**src/spcr_regs.vh**
```
// Constants for the serial port configuration block of the clock generator.
// Assumes a host that drives chip select, serial clock and data in sync with sys_clk.
// Function
// - With the direction bit at 0 reads leave on the data pin and the separate output pin floats; at 1 reads leave on the output pin.
// - With bit order 0 data goes most significant bit first and the address steps down; at 1 least significant first and up.
// - Writing 1 to soft reset holds every other register at its default until the host writes the bit back to 0.
// - Reads return buffered values when the readback bit is 0 and active values when it is 1.
`ifndef SPCR_REGS_VH
`define SPCR_REGS_VH

// Register addresses
`define SPCR_ADDR_W          13
`define SPCR_ADDR_PORT_CFG   13'h0000
`define SPCR_ADDR_RB_SEL     13'h0004
`define SPCR_ADDR_PDS        13'h0230
`define SPCR_ADDR_RSVD       13'h0231
`define SPCR_ADDR_COMMIT     13'h0232

// Port configuration fields
`define SPCR_BIT_DIR         7
`define SPCR_BIT_LSB_FIRST   6
`define SPCR_BIT_SOFT_RST    5
`define SPCR_BIT_LONG_INSTR  4
`define SPCR_NIB_HI          7:4
`define SPCR_BIT_RB_ACTIVE   0
`define SPCR_BIT_COMMIT      0

// Reset values
`define SPCR_RST_PORT_CFG    8'h18
`define SPCR_RST_RB_SEL      8'h00
`define SPCR_RST_PDS         8'h00
`define SPCR_RST_ZERO        8'h00

// Instruction word fields
`define SPCR_INSTR_RW        15
`define SPCR_INSTR_LEN       14:13
`define SPCR_INSTR_ADDR      12:0
`define SPCR_LEN_STREAM      2'h3
`define SPCR_BIT_LAST        3'h7

`endif

```
**src/spcr_serdes.v**
```verilog
// Bit-level shifter of the serial port: samples the host clock, assembles bytes, shifts read data out.
// Assumes the serial clock idles low and runs at no more than a quarter of sys_clk.
`timescale 1ns/1ps
`include "spcr_regs.vh"

module spcr_serdes (
    sys_clk,
    sys_rst,
    sclk,
    cs_n,
    din,
    lsb_first,
    tx_load,
    tx_byte,
    rx_byte,
    rx_done,
    dout
);
    input  wire       sys_clk;
    input  wire       sys_rst;
    input  wire       sclk;
    input  wire       cs_n;
    input  wire       din;
    input  wire       lsb_first;
    input  wire       tx_load;
    input  wire [7:0] tx_byte;
    output wire [7:0] rx_byte;
    output wire       rx_done;
    output wire       dout;

    reg        sclk_d_reg;
    reg  [2:0] bit_cnt_reg;
    reg  [7:0] rx_sr_reg;
    reg  [7:0] rx_byte_reg;
    reg        rx_done_reg;
    reg  [7:0] tx_sr_reg;
    reg        dout_reg;
    wire       rise;
    wire       fall;
    wire [7:0] rx_sr_next;

    // Edges of the serial clock inside a frame
    assign rise = sclk & ~sclk_d_reg & ~cs_n;
    assign fall = ~sclk & sclk_d_reg & ~cs_n;
    // Incoming bit lands at the end that matches the bit order
    assign rx_sr_next = lsb_first ? {din, rx_sr_reg[7:1]} : {rx_sr_reg[6:0], din};

    assign rx_byte = rx_byte_reg;
    assign rx_done = rx_done_reg;
    assign dout    = dout_reg;

    // Receive side: sample on rising edges, flag each full byte
    always @(posedge sys_clk or posedge sys_rst) begin
        if (sys_rst) begin
            sclk_d_reg  <= 1'b0;
            bit_cnt_reg <= 3'h0;
            rx_sr_reg   <= `SPCR_RST_ZERO;
            rx_byte_reg <= `SPCR_RST_ZERO;
            rx_done_reg <= 1'b0;
        end else begin
            sclk_d_reg  <= sclk;
            rx_done_reg <= 1'b0;
            if (cs_n) begin
                bit_cnt_reg <= 3'h0;
            end else if (rise) begin
                rx_sr_reg   <= rx_sr_next;
                bit_cnt_reg <= bit_cnt_reg + 3'h1;
                if (bit_cnt_reg == `SPCR_BIT_LAST) begin
                    rx_byte_reg <= rx_sr_next;
                    rx_done_reg <= 1'b1;
                end
            end
        end
    end

    // Transmit side: load a byte, present one bit per falling edge
    always @(posedge sys_clk or posedge sys_rst) begin
        if (sys_rst) begin
            tx_sr_reg <= `SPCR_RST_ZERO;
            dout_reg  <= 1'b0;
        end else if (tx_load) begin
            tx_sr_reg <= tx_byte;
        end else if (fall) begin
            dout_reg  <= lsb_first ? tx_sr_reg[0] : tx_sr_reg[7];
            tx_sr_reg <= lsb_first ? {1'b0, tx_sr_reg[7:1]} : {tx_sr_reg[6:0], 1'b0};
        end
    end
endmodule

```
**src/spcr_port.v**
```verilog
// Serial control port of the clock generator: instruction decode, configuration,
// readback selection, soft reset and buffered-to-active commit of settings.
// Assumes a host that follows the 16-bit instruction framing with chip select low
// for the whole transfer and inputs synchronous to sys_clk.
`timescale 1ns/1ps
`include "spcr_regs.vh"

module spcr_port (
    sys_clk,
    sys_rst,
    cs_n,
    sclk,
    sdio_in,
    sdio_out,
    sdio_oe_n,
    read_out_pin,
    read_out_oe_n,
    pds_active,
    soft_reset_active,
    lsb_first_active
);
    input  wire       sys_clk;
    input  wire       sys_rst;
    input  wire       cs_n;
    input  wire       sclk;
    input  wire       sdio_in;
    output wire       sdio_out;
    output wire       sdio_oe_n;
    output wire       read_out_pin;
    output wire       read_out_oe_n;
    output wire [7:0] pds_active;
    output wire       soft_reset_active;
    output wire       lsb_first_active;

    // Transfer states, one-hot
    localparam [3:0] ST_IDLE  = 4'h1;
    localparam [3:0] ST_INSTR = 4'h2;
    localparam [3:0] ST_DATA  = 4'h4;
    localparam [3:0] ST_HOLD  = 4'h8;

    reg  [3:0]              state_reg;
    reg  [3:0]              state_next;
    reg                     first_reg;
    reg  [7:0]              instr_hi_reg;
    reg                     rw_reg;
    reg                     stream_reg;
    reg  [1:0]              left_reg;
    reg  [`SPCR_ADDR_W-1:0] addr_reg;
    reg  [7:0]              port_cfg_reg;
    reg  [7:0]              rb_sel_reg;
    reg  [7:0]              pds_buf_reg;
    reg  [7:0]              pds_act_reg;
    reg                     tx_load;
    reg  [7:0]              tx_byte;
    reg  [15:0]             instr_word;
    wire [7:0]              rx_byte;
    wire                    rx_done;
    wire                    dout;
    wire                    lsb_first;
    wire                    dir_sel;
    wire                    soft_rst;
    wire                    reading;
    wire                    wr_en;
    wire [`SPCR_ADDR_W-1:0] addr_stepped;

    // Step the address the way the bit order asks
    function [`SPCR_ADDR_W-1:0] addr_step;
        input [`SPCR_ADDR_W-1:0] a;
        input                    up;
        begin
            if (up) begin
                addr_step = a + {{(`SPCR_ADDR_W-1){1'b0}}, 1'b1};
            end else begin
                addr_step = a - {{(`SPCR_ADDR_W-1){1'b0}}, 1'b1};
            end
        end
    endfunction

    // Readback value of one address
    function [7:0] rd_value;
        input [`SPCR_ADDR_W-1:0] a;
        input [7:0]              cfg;
        input [7:0]              rbs;
        input [7:0]              pbuf;
        input [7:0]              pact;
        begin
            case (a)
                `SPCR_ADDR_PORT_CFG: rd_value = cfg;
                `SPCR_ADDR_RB_SEL:   rd_value = rbs;
                `SPCR_ADDR_PDS:      rd_value = rbs[`SPCR_BIT_RB_ACTIVE] ? pact : pbuf;
                default:             rd_value = `SPCR_RST_ZERO;
            endcase
        end
    endfunction

    // Mode bits taken from port configuration
    assign dir_sel   = port_cfg_reg[`SPCR_BIT_DIR];
    assign lsb_first = port_cfg_reg[`SPCR_BIT_LSB_FIRST];
    assign soft_rst  = port_cfg_reg[`SPCR_BIT_SOFT_RST];

    // Read enable stays up after the last counted byte, until chip select rises
    assign reading      = ((state_reg == ST_DATA) | (state_reg == ST_HOLD)) & rw_reg & ~cs_n;
    assign wr_en        = (state_reg == ST_DATA) & rx_done & ~rw_reg;
    assign addr_stepped = addr_step(addr_reg, lsb_first);

    // Pin direction: shared data pin or separate output pin
    assign sdio_out      = dout;
    assign read_out_pin  = dout;
    assign sdio_oe_n     = ~(reading & ~dir_sel);
    assign read_out_oe_n = ~(reading & dir_sel);

    assign pds_active        = pds_act_reg;
    assign soft_reset_active = soft_rst;
    assign lsb_first_active  = lsb_first;

    spcr_serdes u_serdes (
        .sys_clk   (sys_clk),
        .sys_rst   (sys_rst),
        .sclk      (sclk),
        .cs_n      (cs_n),
        .din       (sdio_in),
        .lsb_first (lsb_first),
        .tx_load   (tx_load),
        .tx_byte   (tx_byte),
        .rx_byte   (rx_byte),
        .rx_done   (rx_done),
        .dout      (dout)
    );

    // Instruction word in wire order, whatever the bit order
    always @* begin
        if (lsb_first) begin
            instr_word = {rx_byte, instr_hi_reg};
        end else begin
            instr_word = {instr_hi_reg, rx_byte};
        end
    end

    // Next transfer state and read data loading
    always @* begin
        state_next = state_reg;
        tx_load    = 1'b0;
        tx_byte    = `SPCR_RST_ZERO;
        case (state_reg)
            ST_IDLE: begin
                if (!cs_n) begin
                    state_next = ST_INSTR;
                end
            end
            ST_INSTR: begin
                if (rx_done && !first_reg) begin
                    state_next = ST_DATA;
                    tx_load    = instr_word[`SPCR_INSTR_RW];
                    tx_byte    = rd_value(instr_word[`SPCR_INSTR_ADDR], port_cfg_reg, rb_sel_reg,
                                          pds_buf_reg, pds_act_reg);
                end
            end
            ST_DATA: begin
                if (rx_done) begin
                    if (!stream_reg && left_reg == 2'h0) begin
                        state_next = ST_HOLD;
                    end else begin
                        tx_load = rw_reg;
                        tx_byte = rd_value(addr_stepped, port_cfg_reg, rb_sel_reg, pds_buf_reg, pds_act_reg);
                    end
                end
            end
            ST_HOLD: begin
                state_next = ST_HOLD;
            end
            default: begin
                state_next = ST_IDLE;
            end
        endcase
        if (cs_n) begin
            state_next = ST_IDLE;
        end
    end

    // Transfer bookkeeping: instruction bytes, count, address
    always @(posedge sys_clk or posedge sys_rst) begin
        if (sys_rst) begin
            state_reg    <= ST_IDLE;
            first_reg    <= 1'b1;
            instr_hi_reg <= `SPCR_RST_ZERO;
            rw_reg       <= 1'b0;
            stream_reg   <= 1'b0;
            left_reg     <= 2'h0;
            addr_reg     <= {`SPCR_ADDR_W{1'b0}};
        end else begin
            state_reg <= state_next;
            if (state_reg == ST_IDLE) begin
                first_reg <= 1'b1;
            end
            if (state_reg == ST_INSTR && rx_done) begin
                if (first_reg) begin
                    instr_hi_reg <= rx_byte;
                    first_reg    <= 1'b0;
                end else begin
                    rw_reg     <= instr_word[`SPCR_INSTR_RW];
                    stream_reg <= (instr_word[`SPCR_INSTR_LEN] == `SPCR_LEN_STREAM);
                    left_reg   <= instr_word[`SPCR_INSTR_LEN];
                    addr_reg   <= instr_word[`SPCR_INSTR_ADDR];
                end
            end
            if (state_reg == ST_DATA && rx_done) begin
                addr_reg <= addr_stepped;
                if (left_reg != 2'h0) begin
                    left_reg <= left_reg - 2'h1;
                end
            end
        end
    end

    // Register file: port configuration, readback select, buffered and active settings
    always @(posedge sys_clk or posedge sys_rst) begin
        if (sys_rst) begin
            port_cfg_reg <= `SPCR_RST_PORT_CFG;
            rb_sel_reg   <= `SPCR_RST_RB_SEL;
            pds_buf_reg  <= `SPCR_RST_PDS;
            pds_act_reg  <= `SPCR_RST_PDS;
        end else begin
            if (wr_en && addr_reg == `SPCR_ADDR_PORT_CFG) begin
                // Only the high nibble steers; the low nibble is its mirror
                port_cfg_reg <= {rx_byte[`SPCR_NIB_HI], rx_byte[4], rx_byte[5], rx_byte[6], rx_byte[7]};
            end
            if (soft_rst) begin
                // Held at defaults until the host clears the bit
                rb_sel_reg  <= `SPCR_RST_RB_SEL;
                pds_buf_reg <= `SPCR_RST_PDS;
                pds_act_reg <= `SPCR_RST_PDS;
            end else if (wr_en) begin
                case (addr_reg)
                    `SPCR_ADDR_RB_SEL: begin
                        rb_sel_reg <= rx_byte;
                    end
                    `SPCR_ADDR_PDS: begin
                        pds_buf_reg <= rx_byte;
                    end
                    `SPCR_ADDR_COMMIT: begin
                        // Commit bit is never stored, so it reads back as 0
                        if (rx_byte[`SPCR_BIT_COMMIT]) begin
                            pds_act_reg <= pds_buf_reg;
                        end
                    end
                    default: begin
                        pds_act_reg <= pds_act_reg;
                    end
                endcase
            end
        end
    end
endmodule

```
**config.mk**
```make
export PLATFORM = sky130hd
export DESIGN_NAME = spcr_port
export DESIGN_NICKNAME = d
export VERILOG_FILES = /design/src/spcr_serdes.v /design/src/spcr_port.v
export VERILOG_INCLUDE_DIRS = /design/src /design/src/src
export SDC_FILE = /design/constraint.sdc
export NUM_CORES = 1
export LEC_CHECK = 0
export ABC_AREA = 1
export CELL_PAD_IN_SITES_DETAIL_PLACEMENT = 0
export CELL_PAD_IN_SITES_GLOBAL_PLACEMENT = 2
export CORE_ASPECT_RATIO = 1.75
export CORE_MARGIN = 2
export CORE_UTILIZATION = 39
export CTS_BUF_LIST = sky130_fd_sc_hd__clkbuf_4 sky130_fd_sc_hd__clkbuf_8
export DETAILED_ROUTE_END_ITERATION = 6
export DONT_BUFFER_PORTS = 1
export PLACE_DENSITY = 0.85
export SLEW_MARGIN = 10
export SYNTH_ARGS = -nofsm -noshare
export SYNTH_HDL_FRONTEND = slang
export SYNTH_SLANG_ARGS = --single-unit
```
**constraint.sdc**
```tcl
create_clock -name sys_clk -period 3.9 [get_ports sys_clk]
set_input_delay 0.78 -clock sys_clk [delete_from_list [all_inputs] [get_ports sys_clk]]
set_output_delay 0.78 -clock sys_clk [all_outputs]
set_load 0.01 [all_outputs]
```
Word-level counts from Yosys, hierarchy flattened
Index checks and enable logic that the tools add are counted.
Widths: inputs -> output; s select.
{"block": "op_classes", "n_bitwise": 20, "n_eq_ne": 17, "n_reduce_logical": 30, "mux": 48, "addsub": 4}
{"op": "$mux 8", "count": 18}
{"op": "$eq 13x10->1 const B", "count": 4}
{"op": "$mux 13", "count": 4}
{"op": "$pmux 8 s3", "count": 2}
{"op": "$eq 13x3->1 const B", "count": 3}
{"op": "$logic_not 13->1", "count": 3}
{"op": "$reduce_bool 2->1", "count": 9}
{"op": "$mux 16", "count": 1}
{"op": "$mux 4", "count": 4}
{"op": "$pmux 4 s4", "count": 1}
{"op": "$pmux 8 s2", "count": 1}
{"op": "$reduce_and 2->1", "count": 7}
{"op": "$add 13x1->13 const B", "count": 1}
{"op": "$sub 13x1->13 const B", "count": 1}
{"op": "$and 1x1->1", "count": 10}
{"op": "$mux 1", "count": 10}
{"op": "$not 1->1", "count": 9}
{"op": "$reduce_and 3->1", "count": 3}
{"op": "$mux 2", "count": 4}
{"op": "$mux 3", "count": 2}
{"op": "$ne 3x2->1 const B", "count": 2}
{"op": "$logic_and 1x1->1", "count": 5}
{"op": "$eq 4x1->1 const B", "count": 1}
{"op": "$eq 4x2->1 const B", "count": 1}
{"op": "other kinds (12)", "count": 13}
{"block": "totals", "output_inout_bits": 14, "input_bits": 5, "word_cells": 137, "register_bits": 92}

Logic depth before layout (Yosys ltp)
Gate-level depths: netlist of the first run.
{"block": "logic_depth", "ltp_word": 8, "depth_mapped": 20, "mapped_depth_nobuf": 18}

By module
A second synthesis of the first run with hierarchy kept.
{"block": "hier_totals", "cells_unflattened": 809, "area_unflattened_um2": 5764.3}
{"mod": "spcr_port", "n_inst": 1, "seq_area_each_um2": 1455.1, "area_each_um2": 4291.6, "cells_each": 626}
{"mod": "spcr_serdes", "n_inst": 1, "seq_area_each_um2": 750.7, "area_each_um2": 1472.7, "cells_each": 183}

Worst setup path before layout of the first run
OpenSTA, ideal clock, no wires.
{"block": "synth_path", "kind": "reg-to-reg", "start": "reg port_cfg_reg[6]", "end": "reg u_serdes.tx_sr_reg[1]", "required_ns": 3.835, "setup_time_ns": 0.065, "path_buffers": 1, "setup_slack_ns": 1.392, "period_less_slack_ns": 2.508, "arrival_ns": 2.444, "stages_incl_launch_ff": 17, "cell_sequence": "dfrtp_1 -> inv_2 -> buf_6 -> ha_1 -> nand2_1 -> inv_1 -> a21oi_1 -> nand3_1 -> nand2_1 -> nand2_1 -> nor2_2 -> nand3_1 -> nand3_2 -> nand3_1 -> nand2_1 -> nand2_1 -> nand2_1"}
{"block": "synth_between", "elab_chain_len": 7, "word_cells_on_any_way": 20, "cone_classes": "eq/ne: 4; mux: 13; reduce/logical: 3"}
{"element": "start, declared", "line": "spcr_port.v:49", "source": "reg [7:0] port_cfg_reg;"}
{"element": "start signal, assigned", "line": "spcr_port.v:218", "source": "port_cfg_reg <= `SPCR_RST_PORT_CFG;"}
{"element": "start signal, assigned", "line": "spcr_port.v:225", "source": "port_cfg_reg <= {rx_byte[`SPCR_NIB_HI], rx_byte[4], rx_byte[5], rx_byte[6], rx_byte[7]};"}
{"element": "$mux 13", "line": "spcr_port.v:71", "source": "if (up) begin"}
{"element": "$eq 13x10->1 (tied with other cells)", "line": "spcr_port.v:87", "source": "case (a)"}
{"element": "$pmux 8 s3", "line": "spcr_port.v:87"}
{"element": "$mux 8", "line": "spcr_port.v:160", "source": "if (!stream_reg && left_reg == 2'h0) begin"}
{"element": "$mux 8", "line": "spcr_port.v:159", "source": "if (rx_done) begin"}
{"element": "$pmux 8 s2", "line": "spcr_port.v:144", "source": "case (state_reg)"}
{"element": "$mux 8", "line": "spcr_serdes.v:81", "source": "end else if (tx_load) begin"}
{"element": "end signal, assigned", "line": "spcr_serdes.v:79", "source": "tx_sr_reg <= `SPCR_RST_ZERO;"}
{"element": "end signal, assigned", "line": "spcr_serdes.v:82", "source": "tx_sr_reg <= tx_byte;"}
{"element": "end signal, assigned", "line": "spcr_serdes.v:85", "source": "tx_sr_reg <= lsb_first ? {1'b0, tx_sr_reg[7:1]} : {tx_sr_reg[6:0], 1'b0};"}
{"element": "end, declared", "line": "spcr_serdes.v:36", "source": "reg [7:0] tx_sr_reg;"}
Parallel ways exist; a longest one is shown, timed or not. The select of a mux whose other input is x is not followed.
A chain may end at the register's enable or synchronous reset.

Worst setup path after layout of the first run
{"block": "layout_path", "start": "reg port_cfg_reg[6]", "end": "reg u_serdes.tx_sr_reg[3]"}
Same word-level chain as after synthesis.

==> results of run 1 <==
==> kinds of logic after synthesis <==
| family | Yosys count | synth area share |
|---|---|---|
| flip-flops | 88 | 0.385 |
| buffers and inverters | 136 | 0.0950 |
| adder cells (fa/ha/maj) | 15 | 0.0341 |
| XOR/XNOR | 1 | 0.00153 |
| multiplexers | 6 | 0.0105 |
| AND/OR/NAND/NOR | 403 | 0.332 |
| AO/OA/AOI/OAI | 136 | 0.142 |
==> path summary, 6_finish.rpt <==
check,end,slack (ns),depth (start not counted)
worst max-delay path,u_serdes.tx_sr_reg[3],0.84,16
worst min-delay path,u_serdes.sclk_d_reg,0.42,0
worst max register to register,u_serdes.tx_sr_reg[3],0.84,16
worst min register to register,u_serdes.rx_sr_reg[7],0.49,2
max in group asynchronous,port_cfg_reg[4],2.68,2
min in group asynchronous,u_serdes.dout,0.44,1
==> critical path: stages, from the launching register on <==
cell and delay [ns]:
sky130_fd_sc_hd__dfrtp_2 0.44, sky130_fd_sc_hd__inv_2 0.39, sky130_fd_sc_hd__ha_1 0.42, sky130_fd_sc_hd__nand2_2 0.15, sky130_fd_sc_hd__inv_1 0.05, sky130_fd_sc_hd__a21oi_1 0.20
sky130_fd_sc_hd__nand2_1 0.11, sky130_fd_sc_hd__nand2_1 0.10, sky130_fd_sc_hd__nand3_1 0.07, sky130_fd_sc_hd__nand2_1 0.07, sky130_fd_sc_hd__nand2_2 0.26, sky130_fd_sc_hd__nand3_1 0.21
sky130_fd_sc_hd__nand3_2 0.18, sky130_fd_sc_hd__nand3_1 0.13, sky130_fd_sc_hd__nand2_1 0.06, sky130_fd_sc_hd__nand2_1 0.08, sky130_fd_sc_hd__nand2_1 0.05
==> power breakdown <==
part / leakage [µW] / switching, µW / internal [µW]
clock: 0.000118 / 354 / 401
combinational: 0.00159 / 106 / 47.6
sequential: 0.00116 / 36.2 / 962
==> stage by stage <==
| step | utilization | instances | power (µW) | hold slack [ns] | worst slack, ns |
|---|---|---|---|---|---|
| after floorplan | - | 785 | 1120 | 0.442 | 0.846 |
| after global placement | 0.411 | 952 | 1170 | 0.462 | 0.837 |
| after detailed placement | 0.411 | 952 | 1170 | 0.464 | 0.842 |
| after CTS | 0.428 | 968 | 1920 | 0.416 | 0.840 |
| after global routing | 0.428 | 968 | 1990 | 0.404 | 0.552 |
| final | 0.428 | 968 | 1910 | 0.423 | 0.837 |
==> layer usage <==
layer / wire length [µm] / part of all wire / track usage
met1: 6610 / 0.40 / 0.253
met2: 8670 / 0.53 / 0.400
met3: 492 / 0.030 / 0.0344
met4: 634 / 0.039 / 0.0961
met5: 0 / 0 / 0
==> cell usage in the layout, fill, tap and decap left out, types with 6 or more instances in the layout <==
master                     netlist  final
sky130_fd_sc_hd__ha_1           14     14
sky130_fd_sc_hd__o21ai_0        91     91
sky130_fd_sc_hd__nand3_2         8      8
sky130_fd_sc_hd__nor2_1         34     34
sky130_fd_sc_hd__clkbuf_8        0     11
sky130_fd_sc_hd__inv_1         108    107
sky130_fd_sc_hd__nand3_1        62     62
sky130_fd_sc_hd__inv_2           8      8
sky130_fd_sc_hd__mux2i_1         6      6
sky130_fd_sc_hd__nand2_1       232    232
sky130_fd_sc_hd__dfrtp_1        85     84
sky130_fd_sc_hd__a21oi_1         8      8
sky130_fd_sc_hd__nand4_1        29     29
sky130_fd_sc_hd__nand2_2        10     10
sky130_fd_sc_hd__o221ai_1       20     20
==> final cells by class <==
type	count	area [µm²]	share of cell area
clock buffers	11	151	0.0246
well taps	180	225	0.0366
inverters	117	440	0.0716
flip-flops and latches	88	2210	0.359
multi-input cells	561	2980	0.485
repair buffers	6	57.6	0.00936
clock inverters	5	87.6	0.0142
==> insert_results.sql, run 1 <==
INSERT INTO impl_metrics (metric_group, metric, value, unit) VALUES
('run_status', 'status', 'complete, no violations', ''),
('sta', 'setup_repair_after_global_routing_missed_its_margin', 'false', ''),
('synth', 'synthesis.area', '5730', 'µm²'),
('synth', 'synth_top_area_frac', '0.371', ''),
('layout', 'synthToLayoutAreaGrowth', '7.31', '%'),
('worst_setup_path', 'worst-setup-path-type', 'reg2reg', ''),
('sta', 'slew_headroom', '0.394', ''),
('routing', 'post_drt_via_cell_ratio', '5.35', ''),
('worst_setup_path', 'crit_required', '4.19', 'ns'),
('synth', 'synth-async-reset-ratio', '1.00', ''),
('clock_network', 'tritoncts', 'done', ''),
('synth', 'synthDominantAreaCellType', 'sky130_fd_sc_hd__dfrtp_1', ''),
('clock_network', 'number_of_buffers_added_by_the_clock_tree_synthesis_step', '9', ''),
('grt', 'first_global_vias', '5218', ''),
('worst_setup_path', 'end_kind', 'register', ''),
('synth', 'ys_types', '44', ''),
('clock_network', 'htree_levels', '3', ''),
('floorplan', 'dieArea', '15700', 'µm²'),
('clock_network', 'cts.reportedPaths.clkPinSlew', '0.10', 'ns'),
('routing', 'drt-total-wl', '16.4', 'mm'),
('layout', 'antenna_cells_inserted', '0', ''),
('clock_network', 'worstSkewPairLatency', '0.38', 'ns'),
('clock_network', 'cts-root-to-sink-buffers', '2', ''),
('synth', 'number_of_warnings_printed_during_yosys_synthesis', '0', ''),
('sta', 'max_freq', '327', 'MHz'),
('routing', 'route.antenna.remaining_nets', '0', ''),
('sta', 'finalWorstPathRequiredPeriod', '3.06', 'ns'),
('layout', 'design_area', '6150', 'µm²'),
('sta', 'timing_worst_slew_pin_value', '0.908', 'ns'),
('grt', 'grt.total_usage', '0.222', ''),
('worst_setup_path', 'critical_path.startpoint_type', 'register', ''),
('floorplan', 'floorplan.die.width', '95.6', 'µm'),
('hold_path', 'timing.hold.worst.class', 'in2reg', ''),
('layout', 'drive_gt1_frac', '0.0990', ''),
('worst_setup_path', 'reg2reg_from', 'port_cfg_reg[6]', ''),
('sta', 'final.period_utilization', '0.785', ''),
('floorplan', 'io-pin-count', '19', ''),
('grt', 'grt_first_pass_wirelength', '26.6', 'mm'),
('clock_network', 'ctsHoldBuffers', '0', ''),
('worst_setup_path', 'critical_path.startpoint', 'port_cfg_reg[6]', ''),
('layout', 'final_nets', '803', ''),
('layout', 'filler_cell_count', '1488', ''),
('floorplan', 'fp-row-count', '58', ''),
('power', 'peakVddDrop', '305', 'µV'),
('routing', 'drt_drc_violations_left', '0', ''),
('grt', 'pin_count_of_the_biggest_net_entering_global_routing', '51', ''),
('synth', 'syn-instance-count', '785', ''),
('sta', 'timing.clock.skew', '0.0200', 'ns'),
('clock_network', 'post_cts_resize_count', '0', ''),
('grt', 'grt_antenna_before_repair', '0', ''),
('sta', 'setup_viol', '0', ''),
('power', 'power.static_leakage', '0.00287', 'µW'),
('routing', 'drt_first_iter_violations', '310', ''),
('clock_network', 'root_buffer_cell', 'sky130_fd_sc_hd__clkbuf_8', ''),
('hold_path', 'holdCritStartpoint', 'sclk', ''),
('worst_setup_path', 'path_max_fanout', '25', ''),
('clock_network', 'post-cts-setup-buffer-count', '0', ''),
('synth', 'syn_nets', '805', ''),
('sta', 'report.final.hold_viol_count', '0', ''),
('floorplan', 'die_height', '164', 'µm'),
('sta', 'number_of_slew_limit_violations_in_the_final_report', '0', ''),
('layout', 'max_ffs_per_register', '13', ''),
('flow_run', 'drv_cap', '0', ''),
('placement', 'dpl-instance-area', '5910', 'µm²'),
('grt', 'grt_remaining_overflow', '0', ''),
('synth', 'ys_seq_area_frac', '0.385', ''),
('synth', 'yosysMostFrequentCell', 'sky130_fd_sc_hd__nand2_1', ''),
('sta', 'fin_tns_setup', '0', 'ns'),
('synth', 'yosys-top-cells-count', 'sky130_fd_sc_hd__nand2_1 (232), sky130_fd_sc_hd__inv_1 (108), sky130_fd_sc_hd__o21ai_0 (91)', ''),
('floorplan', 'core_area', '14400', 'µm²'),
('routing', 'dr.pass1.iters', '5', '');
No activity file was read; power rests on OpenSTA's default activity.
==> run 2: changes to the inputs <==
CORE_UTILIZATION = 35   (was 39)
PLACE_DENSITY = 0.8   (was 0.85)
clock period = 2.7 ns   (was 3.9 ns; I/O delays follow)
==> insert_results.sql, run 2 (synthesis gave the netlist of run 1 again) <==
INSERT INTO impl_metrics (metric_group, metric, value, unit) VALUES
('floorplan', 'floorplan.die.width', '101', 'µm'),
('placement', 'dp_worst_setup_slack', '-0.0611', 'ns'),
('hold_path', 'timing.hold.worst.class', 'in2async', ''),
('worst_setup_path', 'crit_required', '3.01', 'ns'),
('floorplan', 'core_area', '16000', 'µm²'),
('sta', 'setup_viol', '0', ''),
('clock_network', 'numClockSinks', '88', ''),
('clock_network', 'root_buffer_cell', 'sky130_fd_sc_hd__clkbuf_8', ''),
('sta', 'hold_slack', '0.134', 'ns'),
('clock_network', 'cts-root-to-sink-buffers', '2', ''),
('sta', 'fin_tns_setup', '0', 'ns'),
('grt', 'grt_remaining_overflow', '0', ''),
('clock_network', 'htree_levels', '3', ''),
('floorplan', 'initial_core_util', '0.359', ''),
('sta', 'timing_worst_slew_pin_value', '0.687', 'ns'),
('worst_setup_path', 'critPathArrivalTime', '2.95', 'ns'),
('layout', 'multi_input_comb_area', '3280', 'µm²'),
('grt', 'grt_antenna_before_repair', '0', ''),
('power', 'finalPower', '2790', 'µW'),
('placement', 'place.gp.congestion', '0.854', ''),
('sta', 'setup_repair_after_global_routing_missed_its_margin', 'true', ''),
('layout', 'layout.cells.most_common', 'sky130_fd_sc_hd__nand2_1', ''),
('layout', 'final_nets', '846', ''),
('grt', 'pin_count_of_the_biggest_net_entering_global_routing', '55', ''),
('sta', 'report.final.hold_viol_count', '0', ''),
('layout', 'final-seq-area', '2210', 'µm²'),
('power', 'power-per-cell-area', '407', 'nW/µm²'),
('floorplan', 'fp-row-count', '61', ''),
('layout', 'synthToLayoutAreaGrowth', '19.8', '%'),
('layout', 'antenna_cells_inserted', '0', ''),
('worst_setup_path', 'worst-setup-path-type', 'reg2reg', ''),
('layout', 'max_ffs_per_register', '13', ''),
('run_status', 'status', 'complete, no violations', ''),
('power', 'peakVddDrop', '241', 'µV'),
('routing', 'drt_drc_violations_left', '0', ''),
('worst_setup_path', 'path_max_fanout', '9', ''),
('flow_run', 'drv_cap', '0', ''),
('floorplan', 'die_height', '173', 'µm'),
('floorplan', 'io-pin-count', '19', ''),
('routing', 'dr.pass1.iters', '5', ''),
('placement', 'dpl-instance-area', '6110', 'µm²'),
('grt', 'first_global_vias', '5347', ''),
('worst_setup_path', 'critical_path.startpoint_type', 'register', ''),
('clock_network', 'cts.reportedPaths.clkPinSlew', '0.09', 'ns'),
('placement', 'portBuffers', '0', ''),
('placement', 'place.detailed.hpwl', '13.2', 'mm'),
('grt', 'grt_first_pass_wirelength', '27.3', 'mm'),
('floorplan', 'dieArea', '17500', 'µm²'),
('power', 'power.static_leakage', '0.00319', 'µW'),
('layout', 'design_area', '6870', 'µm²'),
('routing', 'drt-wirelength-per-cell', '16.8', 'µm'),
('clock_network', 'worstSkewPairLatency', '0.36', 'ns'),
('worst_setup_path', 'end_kind', 'register', ''),
('sta', 'slew_headroom', '0.541', ''),
('sta', 'timing.clock.skew', '0.0148', 'ns'),
('sta', 'finalWorstPathRequiredPeriod', '2.64', 'ns'),
('clock_network', 'tritoncts', 'done', ''),
('grt', 'grt.total_usage', '0.200', ''),
('sta', 'max_freq', '379', 'MHz'),
('sta', 'final.setup.worst_slack', '0.0592', 'ns'),
('routing', 'route.vias.total', '5380', ''),
('routing', 'route.antenna.remaining_nets', '0', ''),
('layout', 'filler_cell_count', '1672', ''),
('routing', 'post_drt_via_cell_ratio', '5.27', ''),
('clock_network', 'number_of_buffers_added_by_the_clock_tree_synthesis_step', '9', ''),
('routing', 'drt-total-wl', '17.1', 'mm'),
('layout', 'drive_gt1_frac', '0.201', ''),
('layout', 'final_cell_mix', 'sky130_fd_sc_hd__nand2_1 (216), sky130_fd_sc_hd__inv_1 (104), sky130_fd_sc_hd__o21ai_0 (90)', ''),
('sta', 'final.period_utilization', '0.978', ''),
('sta', 'number_of_slew_limit_violations_in_the_final_report', '0', ''),
('routing', 'drt_first_iter_violations', '269', '');
[run 2: changes by cell type in the layout (fill, tap and decap cells not counted), sizes merged]
cell	before	now
buf	6	48
bufinv	2	3
inv	116	115
nand2	243	244
[run 2: routing by layer]
layer,vias to the layer above,GRT usage,routed length [µm]
met5,-,0,0
met4,0,0.0753,565
met3,30,0.0258,497
met2,110,0.370,9160
met1,2554,0.227,6890
li1,2686,-,-
[run 2: final cells by class]
cell class / count / share of cell area
repair buffers: 48 / 0.0654
multi-input cells: 562 / 0.477
flip-flops and latches: 88 / 0.321
well taps: 189 / 0.0344
clock inverters: 5 / 0.0151
inverters: 117 / 0.0656
clock buffers: 11 / 0.0211
[run 2: critical path, stage by stage (launching register included)]
cell and delay, ns:
sky130_fd_sc_hd__dfrtp_2 0.46, sky130_fd_sc_hd__inv_8 0.07, sky130_fd_sc_hd__buf_12 0.15, sky130_fd_sc_hd__ha_4 0.30
sky130_fd_sc_hd__buf_4 0.12, sky130_fd_sc_hd__nand2_1 0.06, sky130_fd_sc_hd__nor2_2 0.11, sky130_fd_sc_hd__nand3_2 0.14
sky130_fd_sc_hd__nand3_2 0.12, sky130_fd_sc_hd__nand2_1 0.05, sky130_fd_sc_hd__nand2_1 0.09, sky130_fd_sc_hd__nand2_2 0.07
sky130_fd_sc_hd__nor2_4 0.12, sky130_fd_sc_hd__buf_12 0.13, sky130_fd_sc_hd__buf_4 0.11, sky130_fd_sc_hd__nand4_1 0.09
sky130_fd_sc_hd__nand3_1 0.13, sky130_fd_sc_hd__nand3_1 0.07, sky130_fd_sc_hd__nand2_1 0.07, sky130_fd_sc_hd__nand2_1 0.05
sky130_fd_sc_hd__nand2_1 0.06
[run 2: timing repair]
item,CTS,global route
resized for setup,2,77
hold buffers,0,0
setup endpoints to repair,8,8
pin swaps,1,34
endpoints found under the hold margin,0,0
cloned,0,1
setup buffers,1,18
[run 2: path summary, 6_finish.rpt]
kind	from	end	slack (ns)	cells past startpoint
max	port_cfg_reg[6]	u_serdes.tx_sr_reg[2]	0.06	20
min	sys_rst	pds_active[3]	0.13	1
max reg2reg	port_cfg_reg[6]	u_serdes.tx_sr_reg[2]	0.06	20
min reg2reg	u_serdes.rx_sr_reg[7]	u_serdes.rx_sr_reg[7]	0.48	2
max in group asynchronous	sys_rst	state_reg[0]	1.80	2
min in group sys_clk	sclk	u_serdes.sclk_d_reg	0.20	0
[run 2: power by group]
part | switching [µW] | total, µW | internal [µW] | leakage (µW)
sequential | 52.8 | 1440 | 1390 | 0.00116
combinational | 152 | 226 | 73.9 | 0.00190
clock | 476 | 1130 | 651 | 0.000127
[run 2: per-stage QoR]
step                 util  std cells
floorplan               -        785
global placement    0.383        984
detailed placement  0.383        984
CTS                 0.400       1001
global route        0.431       1020
finish              0.431       1020
==> run 3: changes to the inputs <==
GPL_ROUTABILITY_DRIVEN = 0   (was default)
GPL_TIMING_DRIVEN = 0   (was default)
==> insert_results.sql, run 3 (synthesis gave the netlist of run 1 again) <==
INSERT INTO impl_metrics (metric_group, metric, value, unit) VALUES
('floorplan', 'core_area', '16000', 'µm²'),
('placement', 'dp_worst_setup_slack', '-0.544', 'ns'),
('grt', 'grt_first_pass_wirelength', '29.3', 'mm'),
('sta', 'report.final.hold_viol_count', '0', ''),
('routing', 'drt-wirelength-per-cell', '17.6', 'µm'),
('placement', 'place.detailed.hpwl', '13.7', 'mm'),
('floorplan', 'io-pin-count', '19', ''),
('sta', 'finalWorstPathRequiredPeriod', '2.74', 'ns'),
('hold_path', 'timing.hold.worst.class', 'in2async', ''),
('run_status', 'failed_checks', 'setup timing', ''),
('sta', 'final.setup.worst_slack', '-0.0437', 'ns'),
('worst_setup_path', 'worstRegToRegCells', '19', ''),
('grt', 'grt_remaining_overflow', '0', ''),
('grt', 'first_global_vias', '5607', ''),
('sta', 'slew_headroom', '0.487', ''),
('floorplan', 'fp-row-count', '61', ''),
('routing', 'post_drt_via_cell_ratio', '5.36', ''),
('clock_network', 'root_buffer_cell', 'sky130_fd_sc_hd__clkbuf_8', ''),
('routing', 'drt-total-wl', '17.8', 'mm'),
('routing', 'dr.pass1.iters', '5', ''),
('layout', 'final_cell_mix', 'sky130_fd_sc_hd__nand2_1 (209), sky130_fd_sc_hd__inv_1 (104), sky130_fd_sc_hd__o21ai_0 (91)', ''),
('worst_setup_path', 'worstPathBufferInverterCount', '4', ''),
('floorplan', 'die_height', '173', 'µm'),
('sta', 'setup_viol', '8', ''),
('worst_setup_path', 'reg2reg_setup_slack', '-0.04', 'ns'),
('power', 'peakVddDrop', '318', 'µV'),
('placement', 'portBuffers', '0', ''),
('clock_network', 'tritoncts', 'done', ''),
('floorplan', 'floorplan.die.width', '101', 'µm'),
('flow_run', 'drv_cap', '0', ''),
('sta', 'final.period_utilization', '1.02', ''),
('layout', 'final_nets', '839', ''),
('clock_network', 'worstSkewPairLatency', '0.37', 'ns'),
('sta', 'timing.clock.skew', '0.0194', 'ns'),
('layout', 'fin_util', '0.432', ''),
('layout', 'antenna_cells_inserted', '0', ''),
('layout', 'max_ffs_per_register', '13', ''),
('routing', 'drt_first_iter_violations', '313', ''),
('placement', 'dpl-instance-area', '6010', 'µm²'),
('routing', 'route.vias.total', '5431', ''),
('power', 'power.static_leakage', '0.00313', 'µW'),
('sta', 'fin_tns_setup', '-0.212', 'ns'),
('clock_network', 'htree_levels', '3', ''),
('worst_setup_path', 'end_kind', 'register', ''),
('worst_setup_path', 'crit_chain', 'inv_6 -> buf_12 -> ha_4 -> nand2_4 -> nor2_4 -> nand3_4 -> nand2_2 -> nand2_2 -> nand2_4 -> nand2_4 -> nor3_4 -> buf_6 -> buf_16 -> nand4_1 -> nand3_1 -> nand3_1 -> nand2_1 -> nand2_1 -> nand2_1', ''),
('sta', 'max_freq', '364', 'MHz'),
('worst_setup_path', 'critPathArrivalTime', '3.06', 'ns'),
('run_status', 'status', 'complete, but fails checks', ''),
('worst_setup_path', 'rr_endpoint', 'u_serdes.tx_sr_reg[5]', ''),
('layout', 'design_area', '6900', 'µm²'),
('power', 'power-per-cell-area', '397', 'nW/µm²'),
('grt', 'grt.total_usage', '0.216', ''),
('worst_setup_path', 'longest_individual_stage_delay_on_the_worst_path', '0.54', 'ns'),
('sta', 'timing_worst_slew_pin_value', '0.766', 'ns'),
('worst_setup_path', 'worst-setup-path-type', 'reg2reg', ''),
('clock_network', 'number_of_buffers_added_by_the_clock_tree_synthesis_step', '9', ''),
('worst_setup_path', 'reg2reg_from', 'port_cfg_reg[6]', ''),
('layout', 'filler_cell_count', '1674', ''),
('clock_network', 'numClockSinks', '88', ''),
('routing', 'route.antenna.remaining_nets', '0', ''),
('worst_setup_path', 'last_element_of_the_critical_path', 'u_serdes.tx_sr_reg[5]', ''),
('floorplan', 'dieArea', '17500', 'µm²'),
('sta', 'setup_repair_after_global_routing_missed_its_margin', 'true', ''),
('worst_setup_path', 'critical_path.startpoint_type', 'register', ''),
('worst_setup_path', 'path_max_fanout', '8', ''),
('worst_setup_path', 'cp_num_cells', '19', ''),
('layout', 'drive_gt1_frac', '0.188', ''),
('grt', 'grt_antenna_before_repair', '0', ''),
('sta', 'number_of_slew_limit_violations_in_the_final_report', '0', ''),
('clock_network', 'cts-root-to-sink-buffers', '2', ''),
('worst_setup_path', 'crit_slowest_cell', 'sky130_fd_sc_hd__dfrtp_2', ''),
('worst_setup_path', 'critical_path.startpoint', 'port_cfg_reg[6]', ''),
('layout', 'layout.cells.most_common', 'sky130_fd_sc_hd__nand2_1', ''),
('clock_network', 'ctsHoldBuffers', '0', ''),
('grt', 'pin_count_of_the_biggest_net_entering_global_routing', '38', ''),
('floorplan', 'initial_core_util', '0.359', ''),
('layout', 'synthToLayoutAreaGrowth', '20.3', '%'),
('worst_setup_path', 'crit_required', '3.01', 'ns'),
('routing', 'drt_drc_violations_left', '0', ''),
('clock_network', 'cts.reportedPaths.clkPinSlew', '0.10', 'ns'),
('worst_setup_path', 'cpLargestDelayFamily', 'simple AND/OR/NAND/NOR gates', '');
==> run 3: changes by cell type in the layout (fill, tap and decap cells not counted), moves of 3 or more <==
cell	before	now
sky130_fd_sc_hd__buf_4	36	15
sky130_fd_sc_hd__nand2_2	21	27
sky130_fd_sc_hd__nand2_1	216	209
sky130_fd_sc_hd__ha_4	7	10
sky130_fd_sc_hd__clkbuf_1	0	11
sky130_fd_sc_hd__nand3_2	15	12
==> run 3: report_power, final <==
part	switching (µW)	total, µW	internal, µW
Clock	487	1070	585
Combinational	155	230	74.7
Sequential	48.5	1440	1390
Total	691	2740	2050
==> run 3: cell type report <==
type / count / area [µm²] / area share
Clock buffer: 12 / 159 / 0.0230
Multi-Input combinational cell: 561 / 3330 / 0.483
Sequential cell: 88 / 2210 / 0.320
Buffer: 19 / 123 / 0.0178
Timing Repair Buffer: 23 / 320 / 0.0464
Clock inverter: 4 / 73.8 / 0.0107
Tap cell: 189 / 236 / 0.0343
Inverter: 117 / 448 / 0.0649
==> run 3: worst reg2reg max path: stages, from the launching register on <==
cell and delay (ns):
sky130_fd_sc_hd__dfrtp_2 0.54, sky130_fd_sc_hd__inv_6 0.11, sky130_fd_sc_hd__buf_12 0.16, sky130_fd_sc_hd__ha_4 0.31
sky130_fd_sc_hd__nand2_4 0.06, sky130_fd_sc_hd__nor2_4 0.14, sky130_fd_sc_hd__nand3_4 0.10, sky130_fd_sc_hd__nand2_2 0.10
sky130_fd_sc_hd__nand2_2 0.06, sky130_fd_sc_hd__nand2_4 0.07, sky130_fd_sc_hd__nand2_4 0.07, sky130_fd_sc_hd__nor3_4 0.25
sky130_fd_sc_hd__buf_6 0.16, sky130_fd_sc_hd__buf_16 0.11, sky130_fd_sc_hd__nand4_1 0.09, sky130_fd_sc_hd__nand3_1 0.11
sky130_fd_sc_hd__nand3_1 0.07, sky130_fd_sc_hd__nand2_1 0.08, sky130_fd_sc_hd__nand2_1 0.05, sky130_fd_sc_hd__nand2_1 0.05
==> run 3: how the worst min path moves through the flow <==
stage                                  from                       to  slack, ns
finish                              sys_rst            pds_active[7]       0.03
CTS                                 sys_rst            pds_active[7]       0.03
detailed placement                  sys_rst            pds_active[7]       0.43
global placement    u_serdes.bit_cnt_reg[0]  u_serdes.bit_cnt_reg[0]       0.47
global route                        sys_rst            pds_active[7]       0.04
floorplan             u_serdes.rx_sr_reg[7]    u_serdes.rx_sr_reg[7]       0.44
==> run 3: what timing repair did <==
action | in CTS | in global routing
endpoints found under the setup margin | 9 | 8
resized for setup | 84 | 4
pin swaps | 17 | 6
gates cloned | 4 | 0
buffers inserted | 16 | 1
==> run 3: routing by layer <==
| metal | track usage | routed length, µm | vias up |
|---|---|---|---|
| li1 | - | - | 2658 |
| met1 | 0.237 | 6790 | 2597 |
| met2 | 0.396 | 9590 | 130 |
| met3 | 0.0234 | 498 | 46 |
| met4 | 0.111 | 928 | 0 |
| met5 | 0 | 0 | - |
==> run 3: stage by stage <==
stage	hold WS, ns	total power, µW	std cells
detailed placement	0.433	1700	976
floorplan	0.442	1620	785
global route	0.0397	2880	1013
global placement	0.466	1690	974
finish	0.0263	2740	1013
CTS	0.0268	2780	1012
